**config.mk**
```make
export PLATFORM = sky130hd
export DESIGN_NAME = crg_top
export DESIGN_NICKNAME = d
export VERILOG_FILES = /design/src/logic/crg_pkg.sv /design/src/logic/crg_mon_if.sv /design/src/logic/crg_supply_mon.sv /design/src/logic/crg_top.sv
export VERILOG_INCLUDE_DIRS = /design/src /design/src/logic
export SDC_FILE = /design/constraint.sdc
export NUM_CORES = 1
export LEC_CHECK = 0
export BUFFER_PORTS_ARGS = -buffer_cell sky130_fd_sc_hd__buf_2
export CAP_MARGIN = 20
export CORE_ASPECT_RATIO = 0.7
export CORE_UTILIZATION = 35
export CTS_CLUSTER_DIAMETER = 200
export DETAILED_ROUTE_END_ITERATION = 6
export HOLD_SLACK_MARGIN = 0.02
export PLACE_DENSITY = 0.65
export RECOVER_POWER = 50
export SYNTH_ARGS = -nofsm -noshare
export SYNTH_HDL_FRONTEND = slang
export SYNTH_HIERARCHICAL = 1
export SYNTH_SLANG_ARGS = --single-unit
export TNS_END_PERCENT = 30
```
**constraint.sdc**
```tcl
create_clock -name clk -period 6.85 [get_ports clk]
set_clock_uncertainty 0.1 [all_clocks]
set_input_delay 0.3425 -clock clk [delete_from_list [all_inputs] [get_ports clk]]
set_output_delay 0.3425 -clock clk [all_outputs]
set_load 0.03 [all_outputs]
```
**src/logic/crg_regs.svh**
```systemverilog
// constants for the chip reset generation block
// assumes a 250 MHz core clock and a slow analog supply monitor
// Summary of operation
// - hardware reset is pin AND supply_ok
// - reset returns all key state to initial
// - supply_ok low until 8ms, 4ms met and core above 900mV
// - global reset spares the rtc domain
// - on release enable clock, then boot
// - rtc por initialises and sets power-lost flag
// - cpu reset and per-peripheral software resets
// - reset overrides pin mux with fixed behaviours
// - memory strobes, spi cs3, flag, reserved [5:4] high
// - clock_output and spi cs1 keep toggling
// - synchronous 0-1, 1-0, x-1, x-0 transitions
`ifndef CRG_REGS_SVH
`define CRG_REGS_SVH
`define CRG_CLK_MHZ        250
`define CRG_REF_MS         8
`define CRG_ANA_MS         4
`define CRG_CORE_MV        900
`define CRG_REF_CYC        (`CRG_REF_MS * 1000 * `CRG_CLK_MHZ)
`define CRG_ANA_CYC        (`CRG_ANA_MS * 1000 * `CRG_CLK_MHZ)
`define CRG_SYNC_STAGES    3
`define CRG_PIN_MIN_CYC    3
`define CRG_CLKEN_CYC      4
`define CRG_NUM_PERIPH     8
`define CRG_ADDR_W         21
`define CRG_BANK_W         2
`define CRG_MV_W           12
`endif

```
**src/logic/crg_pkg.sv**
```systemverilog
// types for the chip reset generation block
// assumes crg_regs.svh constants
package crg_pkg;
   typedef enum logic [1:0]
   {
      CRG_RESET,
      CRG_CLKEN,
      CRG_BOOT,
      CRG_RUN
   } crg_state_e;
endpackage

```
**src/logic/crg_mon_if.sv**
```systemverilog
// interface carrying supply monitor results to the top
// assumes single clock domain
`timescale 1ns/100ps
`default_nettype none
interface crg_mon_if;
   logic supply_ok;
   logic ref_ok;
   logic ana_ok;
   modport mon (output supply_ok, output ref_ok, output ana_ok);
   modport top (input supply_ok, input ref_ok, input ana_ok);
endinterface
`default_nettype wire

```
**src/logic/crg_supply_mon.sv**
```systemverilog
// main power-on supply monitor producing supply_ok
// assumes level inputs already synchronised to clk
`timescale 1ns/100ps
`default_nettype none
`include "crg_regs.svh"
module crg_supply_mon
   import crg_pkg::*;
#(
   parameter int unsigned REF_CYC = `CRG_REF_CYC,
   parameter int unsigned ANA_CYC = `CRG_ANA_CYC
)
(
   // clock
   input  wire logic                 clk,
   // supply conditions
   input  wire logic                 ref_active,
   input  wire logic                 ana_present,
   input  wire logic [`CRG_MV_W-1:0] core_regulator_output,
   // results
   crg_mon_if.mon                    mon
);
   logic [31:0] ref_cnt_r;
   logic [31:0] ana_cnt_r;

   // reference active time, restarts when it drops
   always_ff @(posedge clk)
   begin
      if (!ref_active)
         ref_cnt_r <= 32'h0;
      else if (ref_cnt_r < REF_CYC)
         ref_cnt_r <= ref_cnt_r + 32'h1;
   end

   // analog supply present time
   always_ff @(posedge clk)
   begin
      if (!ana_present)
         ana_cnt_r <= 32'h0;
      else if (ana_cnt_r < ANA_CYC)
         ana_cnt_r <= ana_cnt_r + 32'h1;
   end

   // all three conditions gate supply_ok
   assign mon.ref_ok    = ref_active && (ref_cnt_r >= REF_CYC);
   assign mon.ana_ok    = ana_present && (ana_cnt_r >= ANA_CYC);
   assign mon.supply_ok = mon.ref_ok && mon.ana_ok &&
      (core_regulator_output > `CRG_MV_W'(`CRG_CORE_MV));
endmodule
`default_nettype wire

```
**src/logic/crg_top.sv**
```systemverilog
// chip reset generation: combined reset, release sequence, reset pin states
// assumes clk free running; reset_pin_n and rtc_por_n are asynchronous
`timescale 1ns/100ps
`default_nettype none
`include "crg_regs.svh"
module crg_top
   import crg_pkg::*;
#(
   parameter int unsigned REF_CYC = `CRG_REF_CYC,
   parameter int unsigned ANA_CYC = `CRG_ANA_CYC
)
(
   // clock and local reset
   input  wire logic                      clk,
   input  wire logic                      reset,
   // board reset pin and supply status
   input  wire logic                      reset_pin_n,
   input  wire logic                      ref_active,
   input  wire logic                      ana_present,
   input  wire logic [`CRG_MV_W-1:0]      core_regulator_output,
   // rtc domain
   input  wire logic                      rtc_por_n,
   input  wire logic                      rtc_flag_clear,
   output logic                           rtc_power_lost_flag,
   // software resets
   input  wire logic                      cpu_reset_instr,
   input  wire logic [`CRG_NUM_PERIPH-1:0] periph_reset_ctl,
   output logic                           cpu_reset_n,
   output logic [`CRG_NUM_PERIPH-1:0]     periph_reset_n,
   // chip reset and sequence
   output logic                           supply_ok,
   output logic                           hw_reset_n,
   output logic                           chip_reset_n,
   output logic                           core_clk_en,
   output logic                           boot_start,
   // normal pin values from the muxes
   input  wire logic                      fn_clock_output,
   input  wire logic                      fn_ext_mem_strobes,
   input  wire logic [3:0]                fn_ext_mem_cs_n,
   input  wire logic [`CRG_ADDR_W-1:0]    fn_ext_mem_addr,
   input  wire logic [`CRG_BANK_W-1:0]    fn_ext_mem_bank_addr,
   input  wire logic [3:0]                fn_spi_cs_n,
   input  wire logic                      fn_external_flag_out,
   // pads during reset
   output logic [3:0]                     ext_mem_cs_n,
   output logic [1:0]                     ext_mem_byte_mask_n,
   output logic                           ext_mem_oe_n,
   output logic                           ext_mem_we_n,
   output logic [`CRG_ADDR_W-1:0]         ext_mem_addr,
   output logic [`CRG_BANK_W-1:0]         ext_mem_bank_addr,
   output logic [3:0]                     spi_cs_n,
   output logic                           external_flag_out,
   output logic                           clock_output,
   output logic [5:0]                     rsv_out,
   output logic                           pins_in_reset
);
   crg_mon_if mon_if();
   logic [1:0] pin_sync_r;
   logic [`CRG_SYNC_STAGES-1:0] rel_sync_r;
   logic [1:0] rtc_sync_r;
   logic [1:0] pin_lo_cnt_r;
   logic       pin_ok_r;
   logic       comb_n;
   crg_state_e state_r;
   logic [2:0] seq_cnt_r;
   logic       clk_div_r;
   logic       in_rst;
   logic       in_rst_r;

   // supply monitor
   crg_supply_mon #(.REF_CYC(REF_CYC), .ANA_CYC(ANA_CYC)) u_mon
   (
      .clk                   (clk),
      .ref_active            (ref_active),
      .ana_present           (ana_present),
      .core_regulator_output (core_regulator_output),
      .mon                   (mon_if.mon)
   );
   assign supply_ok = mon_if.supply_ok;

   // pin synchroniser
   always_ff @(posedge clk)
   begin
      if (reset)
         pin_sync_r <= 2'b00;
      else
         pin_sync_r <= {pin_sync_r[0], reset_pin_n};
   end

   // low pulses shorter than three clocks are not taken
   always_ff @(posedge clk)
   begin
      if (reset)
      begin
         pin_lo_cnt_r <= 2'h0;
         pin_ok_r     <= 1'b0;
      end
      else if (pin_sync_r[1])
      begin
         pin_lo_cnt_r <= 2'h0;
         pin_ok_r     <= 1'b1;
      end
      else if (32'(pin_lo_cnt_r) < `CRG_PIN_MIN_CYC - 1)
         pin_lo_cnt_r <= pin_lo_cnt_r + 2'h1;
      else
         pin_ok_r <= 1'b0;
   end

   // combined hardware reset, board may tie pin high
   assign comb_n     = pin_ok_r & supply_ok & ~reset;
   assign hw_reset_n = comb_n;

   // asserts at once, releases through the synchroniser
   always_ff @(posedge clk)
   begin
      if (!comb_n)
         rel_sync_r <= '0;
      else
         rel_sync_r <= {rel_sync_r[`CRG_SYNC_STAGES-2:0], 1'b1};
   end
   assign chip_reset_n = comb_n & rel_sync_r[`CRG_SYNC_STAGES-1];
   assign in_rst       = ~chip_reset_n;

   // release sequence: clock enable, then boot
   always_ff @(posedge clk)
   begin
      if (in_rst)
      begin
         state_r   <= CRG_RESET;
         seq_cnt_r <= 3'h0;
      end
      else
         case (state_r)
            CRG_RESET: state_r <= CRG_CLKEN;
            CRG_CLKEN:
            begin
               seq_cnt_r <= seq_cnt_r + 3'h1;
               if (32'(seq_cnt_r) == `CRG_CLKEN_CYC - 1)
                  state_r <= CRG_BOOT;
            end
            CRG_BOOT:  state_r <= CRG_RUN;
            CRG_RUN:   state_r <= CRG_RUN;
            default:   state_r <= CRG_RESET;
         endcase
   end
   assign core_clk_en = (state_r != CRG_RESET);
   assign boot_start  = (state_r == CRG_BOOT);

   // software resets, separate from hardware reset
   always_ff @(posedge clk)
   begin
      if (in_rst)
      begin
         cpu_reset_n    <= 1'b0;
         periph_reset_n <= '0;
      end
      else
      begin
         cpu_reset_n    <= ~cpu_reset_instr;
         periph_reset_n <= ~periph_reset_ctl;
      end
   end

   // rtc power-on detect, untouched by the main reset
   always_ff @(posedge clk)
   begin
      rtc_sync_r <= {rtc_sync_r[0], rtc_por_n};
   end

   // power-lost flag, power-on wins over software clear
   always_ff @(posedge clk)
   begin
      if (!rtc_sync_r[1])
         rtc_power_lost_flag <= 1'b1;
      else if (rtc_flag_clear)
         rtc_power_lost_flag <= 1'b0;
   end

   // clock output divider, held low by local reset, kept toggling in chip reset
   always_ff @(posedge clk)
   begin
      if (reset)
         clk_div_r <= 1'b0;
      else
         clk_div_r <= ~clk_div_r;
   end

   always_ff @(posedge clk)
   begin
      in_rst_r <= in_rst;
   end

   // pad drive: reset overrides the mux
   always_ff @(posedge clk)
   begin
      pins_in_reset <= in_rst;
      clock_output  <= in_rst ? clk_div_r : fn_clock_output;
      spi_cs_n[1]   <= in_rst ? clk_div_r : fn_spi_cs_n[1];
      if (in_rst)
      begin
         ext_mem_cs_n        <= 4'hF;
         ext_mem_byte_mask_n <= 2'h3;
         ext_mem_oe_n        <= 1'b1;
         ext_mem_we_n        <= 1'b1;
         spi_cs_n[3]         <= 1'b1;
         external_flag_out   <= 1'b1;
         rsv_out[5:4]        <= 2'h3;
         // synchronous steps from first reset edge
         spi_cs_n[0]         <= in_rst_r;
         spi_cs_n[2]         <= in_rst_r;
         rsv_out[1:0]        <= {2{~in_rst_r}};
         rsv_out[3:2]        <= 2'h0;
         ext_mem_bank_addr   <= '1;
         ext_mem_addr        <= '0;
      end
      else
      begin
         ext_mem_cs_n        <= fn_ext_mem_cs_n;
         ext_mem_byte_mask_n <= {2{fn_ext_mem_strobes}};
         ext_mem_oe_n        <= fn_ext_mem_strobes;
         ext_mem_we_n        <= fn_ext_mem_strobes;
         spi_cs_n[3]         <= fn_spi_cs_n[3];
         external_flag_out   <= fn_external_flag_out;
         rsv_out             <= 6'h00;
         spi_cs_n[0]         <= fn_spi_cs_n[0];
         spi_cs_n[2]         <= fn_spi_cs_n[2];
         ext_mem_bank_addr   <= fn_ext_mem_bank_addr;
         ext_mem_addr        <= fn_ext_mem_addr;
      end
   end
endmodule
`default_nettype wire

```
Word-level counts from Yosys, hierarchy flattened --
Index checks and enable logic that the tools add are counted.
Word-level totals: bits in registers 131, input bits 62, output and inout bits 59, logic and storage cells 69
Cells by class: add/sub/neg operators 4, $lt $le $gt $ge 6, equality and inequality tests 6, muxes and demuxes 10, bitwise logic cells 9, reductions and logical operators 8
Operator list (number):
- $add A32 B1 Y32 const B | 2
- $ge A32 B20 Y1 const B | 1
- $ge A32 B21 Y1 const B | 1
- $lt A32 B20 Y1 const B | 1
- $lt A32 B21 Y1 const B | 1
- $gt A12 B10 Y1 const B | 1
- $not A8 Y8 | 1
- $mux W1 | 7
- $mux W6 | 1
- $pmux W2 S3 | 1
- $not A1 Y1 | 5
- $eq A2 B2 Y1 const B | 2
- $logic_and A1 B1 Y1 | 4
- $ne A2 B2 Y1 const B | 2
- $reduce_or A2 Y1 | 2
- $add A3 B1 Y3 const B | 1
- $and A1 B1 Y1 | 3
- $eq A3 B2 Y1 const B | 1
- $add A2 B1 Y2 const B | 1
- $eq A2 B1 Y1 const B | 1
- $logic_not A2 Y1 | 1
- $lt A2 B2 Y1 const B | 1
- $mux W2 | 1
- $reduce_bool A2 Y1 | 1

Depth between registers and ports, before layout --
Gate-level depths: netlist of the first run.
depth in word-level cells 8, gate-level depth with buffers 10, gate-level depth less buffers 9

Cells and area by module --
The synthesis of the first run kept the hierarchy.
By module, submodules not included:
- crg_supply_mon | instances 1, cells each 315, area each 2874.0 µm², seq. area each 1281.2 µm²
- crg_top | instances 1, cells each 158, area each 1869.3 µm², seq. area each 1241.2 µm²

Worst setup path before layout of the first run --
Ideal clock, no wire load.
path kind flip-flop to output port, start point reg u_mon.ref_cnt_r[15], end point out hw_reset_n, data arrival time 2.244 ns, data required time 6.408 ns, slack 4.164 ns, stages on the path, launching flop included 8, buffers on the path 0, cells stage by stage dfxtp_1 o311ai_1 a311oi_4 nor2_1 nor2b_1 o311a_1 nand2_1 nor2_1
Between the ends: longest elaborated chain between the ends 6
RTL lines:
- from (decl) | RTL line crg_supply_mon.sv:22 | logic [31:0] ref_cnt_r;
- from (signal assigned) | RTL line crg_supply_mon.sv:31 | ref_cnt_r <= ref_cnt_r + 32'h1;
- $ge A32 B21 Y1 | RTL line crg_supply_mon.sv:44 | assign mon.ref_ok = ref_active && (ref_cnt_r >= REF_CYC);
- $logic_and A1 B1 Y1 | RTL line crg_supply_mon.sv:44
- named net mon_if.ref_ok | RTL line crg_mon_if.sv:7 | logic ref_ok;
- $logic_and A1 B1 Y1 (2 in series) | RTL line crg_supply_mon.sv:46 | assign mon.supply_ok = mon.ref_ok && mon.ana_ok &&
- named net supply_ok | RTL line crg_top.sv:31 | output logic supply_ok,
- $and A1 B1 Y1 (2 in series) | RTL line crg_top.sv:110 | assign comb_n = pin_ok_r & supply_ok & ~reset;
- to (decl) | RTL line crg_top.sv:32 | output logic hw_reset_n,
The timed path passes the listed nets, and every way through them passes these cells.

Final worst setup path of the first run --
start point reg u_mon.ref_cnt_r[15], end point out chip_reset_n
Between the ends: longest elaborated chain between the ends 7
RTL lines:
- $ge A32 B21 Y1 | RTL line crg_supply_mon.sv:44
- $logic_and A1 B1 Y1 | RTL line crg_supply_mon.sv:44
- named net mon_if.ref_ok | RTL line crg_mon_if.sv:7
- $logic_and A1 B1 Y1 (2 in series) | RTL line crg_supply_mon.sv:46
- $and A1 B1 Y1 (2 in series) | RTL line crg_top.sv:110
- $and A1 B1 Y1 | RTL line crg_top.sv:121 | assign chip_reset_n = comb_n & rel_sync_r[`CRG_SYNC_STAGES-1];
- to (decl) | RTL line crg_top.sv:33 | output logic chip_reset_n,
The timed path passes the listed nets, and every way through them passes these cells.

==> results.ini, run 1 <==
[placed_design]
dp_hpwl_mm = 6.59
pre_cts_slack_ns = 3.55
gp_congestion = 0.745
port_buffers = 118

[floorplan]
die_h_um = 99.4
start_util_pct = 36.0
io_pins = 121
die-area_um2 = 14000
coreArea_um2 = 13200
rows = 35
die_x_um = 141

[yosys]
ys_types = 54
synth_edf_count = 0
syn_avg_cell_area_um2 = 10.0
ys_seq_elements = 126
ys.flop_type = dfxtp_1
synth_top_area_share_pct = 53.2
synth_async_sr_flop_share_pct = 0
synth.area.top_cells = dfxtp_1, and2_1, and2_4, nand2_1, xor2_1
synth_warnings = 6
ys_seq_area_share_pct = 53.2
yosys.area.top_type = dfxtp_1
synth_area_um2 = 4740
synth_cells = 473

[pwr]
power_leakage_uw = 0.00258
peakVddDrop_mv = 0.186
p_total_uw = 1680
p_per_area_nw_per_um2 = 273

[timing]
tns_ns = 0
period_minus_slack_ns = 3.72
rsz0062_at_grt = false
drv_slew = 0
hold_slack_ns = 0.0413
max_freq_mhz = 269
layout_setup_ws_ns = 3.13
relSlewSlack_pct = 22.3
worst_pin_slew_ns = 1.17
setup_viol = 0
hold_viol = 0
period_share_pct = 54.2

[cells_and_area]
layout_commonest_cell = dfxtp_1
synthToLayoutAreaGrowth_pct = 29.9
multi_input_area_um2 = 2000
diodes = 0
nFillCells = 1225
final_cell_mix = dfxtp_1, buf_2, clkbuf_1, nand2_1, nor2_1
register_area_um2 = 2520
drive_gt1_share_pct = 19.0
layout.nets = 677

[grt]
grt_pass1_wl_mm = 16.3
grt_max_degree = 37
grt-ovfl-total = 0
grt_pass1_vias = 3589
antenna_found_initial = 0
grtUsageTotal_pct = 14.6

[clock_network]
clock-sinks = 126
path_clk_slew_ns = 0.06
htreeDepth = 4
clock_path_buffers = 2
clk_latency_ns = 0.41
root_buffer = clkbuf_16
post_cts_buffers = 0
cts_tree = done
cts_made_buffers = 17

[detailed_routing]
first_pass_iters = 4
drt_iter0_drc = 105
wire_per_inst_um = 12.1
wl_mm = 9.72
drc = 0
via_per_inst = 4.57
ant_nets = 0
vias = 3687

[worst_setup_path]
worstPathArrival_ns = 3.27
crit_fanout = 36
endpoint_kind = output pin
required_ns = 6.41
worstSetupPathType = flop to output pin
worstSetupStartpointType = flop

[outcome]
outcome = complete, no violations

[worst_hold_path]
hp-class = primary input to flop

[run]
cap_violations = 0

sequential cells by signal, summed over array words and instances, names as in the netlist, 3 cells and up:
register / cells
u_mon/ana_cnt_r: 32
periph_reset_n: 8
seq_cnt_r: 3
spi_cs_n: 4
rel_sync_r: 3
ext_mem_addr: 21
ext_mem_cs_n: 4
u_mon/ref_cnt_r: 32
layout make-up:
cell class	count	share of cell area [%]
repair buffers	142	12.3
inverters	15	0.995
clock inverters	11	2.15
multi-input cells	307	32.4
well taps	185	3.76
clock buffers	20	7.41
flip-flops and latches	126	41.0
critical path, cell delays in order, from the launching register on:
cell	delay [ns]
dfxtp_1	0.41
o311ai_1	0.18
a311oi_4	0.78
nor2_1	0.19
nor2b_1	0.16
o311a_1	0.27
nand4b_4	0.30
inv_6	0.31
buf_2	0.25
through the flow:
step	instance area (um^2)	util [%]	cells
after floorplan	4750	-	474
after global placement	5410	41.0	751
after detailed placement	5410	41.0	751
after CTS	6240	47.3	806
after global routing	6160	46.7	806
final	6160	46.7	806
cells in the mapped netlist, types with 6 or more instances:
cell and n:
dfxtp_1 126, and2_1 43, nand2_1 36, nor2_1 30, and2_4 19, nand3_1 17
nor4_1 16, nand2b_1 15, a21oi_1 14, inv_1 14, nor3_1 13, xor2_1 13
xnor2_1 9, buf_4 8, clkbuf_1 8, ha_1 6, mux2i_1 6, nand4_1 6
where the power goes:
group	internal, uW	switching (uW)
combinational	30.3	26.1
sequential	741	6.15
clock	557	321
final timing paths:
| path | end | cells past startpoint | slack [ns] | start |
|---|---|---|---|---|
| max | chip_reset_n | 8 | 3.13 | u_mon/ref_cnt_r[15] |
| min reg2reg | rtc_sync_r[1] | 0 | 0.22 | rtc_sync_r[0] |
| max reg2reg | ext_mem_addr[13] | 8 | 3.88 | u_mon/ref_cnt_r[15] |
| min | pin_sync_r[0] | 2 | 0.04 | reset_pin_n |
repair_timing:
action / CTS / global route
endpoints found under the hold margin: 24 / 0
resized for setup: 0 / 0
hold buffers: 24 / 0
logic make-up after synthesis:
family	Yosys count	share of synthesized area, %
muxes	6	1.27
xor gates and xnor gates	22	4.06
adders and majority gates	6	1.58
AOI/OAI and AO/OA	45	6.91
and+or+nand+nor	226	28.2
DFF	126	53.2
buffers and inverters	41	4.72
other	1	0.0791
metal layers:
layer / vias up / global-route usage, % / share of wire [%]
met4: 0 / 5.43 / 1.1
li1: 1864 / - / -
met1: 1718 / 17.9 / 46
met5: - / 0 / 0
met2: 96 / 23.7 / 47
met3: 9 / 5.06 / 5.5
(Power assumes the default switching activity.)
==> run 2, diff against run 1 <==
Settings changed: ABC_AREA set to 1, PLACE_DENSITY 0.65 to 0.66.
Clock period 6.85 ns to 3 ns, I/O delays scaled along.
==> run 2 against run 1 <==
Synthesized cell count grew 60%. Critical path depth grew 4. Power grew 130%. First-iteration DRC count grew to 3.7 times the previous value. Global-route usage grew 2.6 points. Routed wire length grew 37%. Sequential power grew 130%. Flip-flop and latch count is the same. Non-clock buffer count grew 35. Hold slack gained 0.19 ns. Utilization grew 1.4 points.
==> results.ini, run 2 <==
[grt]
antenna_found_initial = 0  ; unchanged
grt_pass1_vias = 4586  ; +28%
grt-ovfl-total = 0  ; unchanged
grtUsageTotal_pct = 17.2  ; +2.6 points
grt_pass1_wl_mm = 21.8  ; +34%
grt_max_degree = 25  ; -32%

[worst_setup_path]
endpoint_kind = output pin
worstPathArrival_ns = 2.46  ; -0.81 ns
worstSetupStartpointType = flop
required_ns = 2.75  ; -3.66 ns
slowest_delay_ns = 0.39  ; -0.39 ns
crit_fanout = 24  ; -33%
crit_slowest_cell = dfxtp_1
cp_num_buf_inv = 3  ; +1
reg2reg_slack_ns = 0.71  ; -3.17 ns
crit_path_frequent_cell = nand2_1
worstSetupPathType = flop to output pin
crit_chain = nand2_1 -> nor2_2 -> nand4_1 -> nor2_1 -> nand2_1 -> nand2_2 -> nand3_1 -> nor2_4 -> nand4_2 -> buf_4 -> clkinvlp_4 -> buf_2
crit_family = simple AND/OR/NAND/NOR gates

[clock_network]
clk_latency_ns = 0.41  ; about the same
cts_made_buffers = 17  ; unchanged
path_clk_slew_ns = 0.06  ; about the same
clock_path_buffers = 2  ; unchanged
root_buffer = clkbuf_16
clock-sinks = 126  ; unchanged
htreeDepth = 4  ; unchanged
cts_tree = done

[cells_and_area]
reg_top3 = u_mon/ana_cnt_r: 32 flops, u_mon/ref_cnt_r: 32 flops, ext_mem_addr: 21 flops
layout_commonest_cell = nand2_1
final_cell_mix = nand2_1, dfxtp_1, nor2_1, inv_1, nand3_1
drive_gt1_share_pct = 12.9  ; -6.1 points
diodes = 0  ; unchanged
fin_util_pct = 48.1  ; +1.4 points
synthToLayoutAreaGrowth_pct = 31.9
layout.nets = 992  ; +47%

[pwr]
p_per_area_nw_per_um2 = 546  ; +100%
peakVddDrop_mv = 0.352  ; +90%
p_total_uw = 3930  ; +130%
cellInternalPower_uw = 3040  ; +130%
comb_power_share_pct = 4.2  ; +0.8 points
switching_share_pct = 22.6  ; +1.6 points
clockPowerShare_pct = 52.4  ; +0.2 points
seq_power_share_pct = 43.4  ; -1.0 points
switchingPower_uw = 889  ; +150%
power_leakage_uw = 0.00318  ; +23%

[placed_design]
gp_congestion = 0.897  ; +20%
dp_hpwl_mm = 8.72  ; +32%
port_buffers = 118  ; unchanged

[timing]
rsz0062_at_grt = false
worst_pin_slew_ns = 0.913  ; -0.252 ns
tns_ns = 0  ; unchanged
setup_viol = 0  ; unchanged
period_minus_slack_ns = 2.71
hold_slack_ns = 0.231  ; +0.190 ns
max_freq_mhz = 369
drv_slew = 0  ; unchanged
period_share_pct = 90.4
relSlewSlack_pct = 39.1  ; +17 points
hold_viol = 0  ; unchanged

[floorplan]
start_util_pct = 36.5  ; +0.50 points
die_x_um = 151  ; +7.1%
die-area_um2 = 16100  ; +15%
rows = 37  ; +5.7%
io_pins = 121  ; unchanged
die_h_um = 106  ; +7.1%
coreArea_um2 = 15000  ; +13%

[yosys]
synth_cells = 756  ; +60%
syn_avg_cell_area_um2 = 7.22  ; -28%
synth_area_um2 = 5460  ; +15%
synth_warnings = 6  ; unchanged

[worst_hold_path]
hp-class = flop to flop

[detailed_routing]
via_per_inst = 4.45  ; -2.7%
drc = 0  ; unchanged
drt-met1-wl_mm = 6.65  ; +49%
met2_length_mm = 5.78  ; +26%
drt_iter0_drc = 386  ; +270%
wl_mm = 13.4  ; +37%
wire_per_inst_um = 11.8  ; -2.1%
vias = 5040  ; +37%
route.met3.wl_um = 710  ; +32%
ant_nets = 0  ; unchanged
top_layer = met4
first_pass_iters = 5  ; +1

[run]
cap_violations = 0  ; unchanged

[outcome]
outcome = complete, no violations

-- run 2: power by group through the flow --
stage                     Clock [uW]  Sequential (uW)  Combinational [uW]
after detailed placement           0             1740                 111
final                           2060             1710                 164
after global routing            2180             1710                 180
after CTS                       2100             1700                 163
after floorplan                    0             1740                53.0
after global placement             0             1740                 109
-- run 2: worst reg2reg max path, stage by stage, from the launching register on --
cell and delay, ns:
dfxtp_1 0.39, nand2_1 0.12, nor2_2 0.14, nand4_1 0.09, nor2_1 0.11, nand2_1 0.09
nand2_2 0.08, nand3_1 0.11, nor2_4 0.17, nand4_2 0.11, buf_4 0.23, buf_4 0.27
nand2_1 0.12, nand2_1 0.05
-- run 2: repair_timing --
action,4_1_cts,5_1_grt
setup buffers,0,0
hold buffers,50,0
endpoints found under the setup margin,0,1
hold endpoints to repair,74,0
resized for setup,0,3
-- run 2: path summary, 6_finish.rpt --
| path | to | from | cells after the start |
|---|---|---|---|
| worst max-delay path | chip_reset_n | u_mon/ref_cnt_r[17] | 12 |
| worst min-delay path | rtc_sync_r[1] | rtc_sync_r[0] | 0 |
| worst max register to register | spi_cs_n[1] | u_mon/ref_cnt_r[17] | 13 |
| worst min register to register | rtc_sync_r[1] | rtc_sync_r[0] | 0 |
-- run 2: layer usage --
metal / global-route usage (%) / up-vias
met4: 6.14 / 0
met3: 5.32 / 22
li1: - / 2651
met2: 25.3 / 139
met5: 0 / -
met1: 23.5 / 2228
-- run 2: layout make-up --
cell class | instances | area, um^2
clock buffers | 18 | 439
clock inverters | 14 | 156
fillers | 1441 | 7760
inverters | 105 | 398
multi-input cells | 497 | 2350
flip-flops and latches | 126 | 2520
well taps | 195 | 244
repair buffers | 177 | 1080
-- run 2: metrics by stage --
step	worst slack, ns	std cells	instance area, um^2
global placement	0.673	1050	6160
floorplan	0.310	757	5460
finish	0.289	1132	7190
CTS	0.178	1132	7260
global route	0.0154	1132	7190
detailed placement	0.663	1050	6160
==> run 3, diff against run 2 <==
Settings changed: BUFFER_PORTS_ARGS -buffer_cell sky130_fd_sc_hd__buf_2 to not set, DONT_BUFFER_PORTS set to 1, PLACE_DENSITY 0.66 to 0.59.
==> run 3 against run 2 <==
Routed wire length fell by 6.4%. Fmax fell by 2.2%. Sequential share of layout area rose by 2.4 points. Critical endpoint unchanged. Power rose by 2.6%. Register-to-register slack got worse by 0.15 ns. Critical path type unchanged. First-iteration DRC count fell by 20%. Clock power rose by 7%. Clock-buffer cell count rose by 2. Combinational power fell by 29%. Highest routed layer unchanged. Critical path depth rose by 1. Hold slack got worse by 0.091 ns.
==> results.ini, run 3 (same netlist as run 2, synthesis figures left out) <==
[floorplan]
die-area_um2 = 16100  ; unchanged
coreArea_um2 = 15000  ; unchanged
die_h_um = 106  ; unchanged
io_pins = 121  ; unchanged
rows = 37  ; unchanged
die_x_um = 151  ; unchanged
start_util_pct = 36.5  ; unchanged

[worst_hold_path]
hp-class = primary input to flop
hold_depth = 2  ; +2

[clock_network]
clock-sinks = 126  ; unchanged
clock_path_buffers = 2  ; unchanged
clk_latency_ns = 0.41  ; about the same
htreeDepth = 4  ; unchanged
path_clk_slew_ns = 0.06  ; about the same
cts_tree = done
cts_made_buffers = 17  ; unchanged
root_buffer = clkbuf_16

[placed_design]
dp_hpwl_mm = 7.96  ; -8.8%
gp_congestion = 0.924  ; +3.0%
placed_area_um2 = 5600  ; -9.1%
port_buffers = 0  ; -100%

[cells_and_area]
diodes = 0  ; unchanged
reg_top3 = u_mon/ana_cnt_r: 32 flops, u_mon/ref_cnt_r: 32 flops, ext_mem_addr: 21 flops
nFillCells = 1443  ; +0.14%
final_cell_mix = nand2_1, dfxtp_1, nor2_1, inv_1, nand3_1
synthToLayoutAreaGrowth_pct = 23.3
fin_area_um2 = 6720  ; -6.5%
layout_commonest_cell = nand2_1
drive_gt1_share_pct = 7.08  ; -5.8 points
layout.nets = 874  ; -12%

[timing]
period_share_pct = 92.4  ; +2.0 points
rsz0062_at_grt = false
drv_slew = 0  ; unchanged
relSlewSlack_pct = 25.1  ; -14 points
worst_pin_slew_ns = 1.12  ; +0.209 ns
setup_viol = 0  ; unchanged
tns_ns = 0  ; unchanged
max_freq_mhz = 361  ; -2.2%
period_minus_slack_ns = 2.77  ; +0.0598 ns
hold_viol = 0  ; unchanged

[worst_setup_path]
worstPathArrival_ns = 2.52  ; +0.06 ns
r2r_end = spi_cs_n[3]
endpoint_kind = output pin
worstSetupPathType = flop to output pin
startpoint = u_mon/ana_cnt_r[8]
worstSetupStartpointType = flop
crit_fanout = 19  ; -21%
r2r_start = u_mon/ref_cnt_r[11]
required_ns = 2.75  ; about the same
cp-endpoint = chip_reset_n
r2r_cells = 13  ; unchanged
reg2reg_slack_ns = 0.56  ; -0.15 ns

[detailed_routing]
ant_nets = 0  ; unchanged
drc = 0  ; unchanged
via_per_inst = 4.59  ; +3.2%
drt_iter0_drc = 310  ; -20%
wl_mm = 12.5  ; -6.4%
wire_per_inst_um = 12.3  ; +4.5%
vias = 4659  ; -7.6%
first_pass_iters = 5  ; unchanged

[grt]
antenna_found_initial = 0  ; unchanged
grt_pass1_wl_mm = 20.8  ; -4.6%
grtUsageTotal_pct = 16.3  ; -0.89 points
grt_pass1_vias = 4444  ; -3.1%
grt_max_degree = 21  ; -16%
grt-ovfl-total = 0  ; unchanged

[outcome]
outcome = complete, no violations

[pwr]
p_per_area_nw_per_um2 = 599  ; +9.7%
peakVddDrop_mv = 0.474  ; +35%
power_leakage_uw = 0.00289  ; -9.1%

[run]
cap_violations = 0  ; unchanged

## run 3: repair_timing
action | 4_1_cts | 5_1_grt
endpoints found under the hold margin | 79 | 0
setup buffers | 0 | 0
gates resized for setup | 0 | 2
endpoints found under the setup margin | 0 | 2
hold buffers | 49 | 0
## run 3: where the power goes
| part | total [uW] | internal, uW | switching, uW |
|---|---|---|---|
| registers | 1710 | 1690 | 21.3 |
| logic | 117 | 60.3 | 56.3 |
| clock network | 2200 | 1440 | 758 |
## run 3: worst min-delay path by stage
stage	endpoint	start	slack [ns]
floorplan	rtc_sync_r[0]	rtc_por_n	0.08
global placement	rtc_sync_r[0]	rtc_por_n	0.08
detailed placement	rtc_sync_r[0]	rtc_por_n	0.08
CTS	u_mon/ref_cnt_r[11]	ref_active	0.13
global route	u_mon/ref_cnt_r[19]	ref_active	0.17
finish	u_mon/ref_cnt_r[11]	ref_active	0.14
## run 3: layout make-up
type | instances | area, um^2 | area share, %
sequential | 126 | 2520 | 37.5
multi-input combinational | 497 | 2350 | 35.0
timing repair buffer | 59 | 571 | 8.49
clock buffer | 20 | 457 | 6.79
inverter | 105 | 398 | 5.92
tap | 195 | 244 | 3.63
clock inverter | 12 | 180 | 2.68
## run 3: critical path, cell delays in order (launching register included)
cell        delay (ns)
dfxtp_1           0.45
nand2_1           0.15
nand2_1           0.09
inv_1             0.04
nor2_1            0.07
nor2_1            0.04
nand2_1           0.07
nand2_1           0.06
nand2_1           0.08
nand2_1           0.08
nor2_2            0.24
nand4_2           0.16
buf_4             0.28
clkinvlp_4        0.29
## run 3: layer usage
layer  track usage, %  vias up  share of wire, %
li1                 -     2417                 -
met1             21.8     2096                49
met2             25.3      130                45
met3             4.16       16               4.8
met4             5.64        0               1.2
met5                0        -                 0
## run 3: through the flow
step                      total power (uW)  utilization, %  instances  hold slack [ns]  worst slack (ns)
final                                 4030            45.0       1014            0.140             0.229
after global routing                  4160            45.0       1014            0.171           0.00273
after CTS                             4070            45.0       1014            0.131             0.125
after detailed placement              1800            37.4        933           0.0778             0.493
after global placement                1800            37.4        933           0.0778             0.548
after floorplan                       1800               -        757           0.0777             0.310
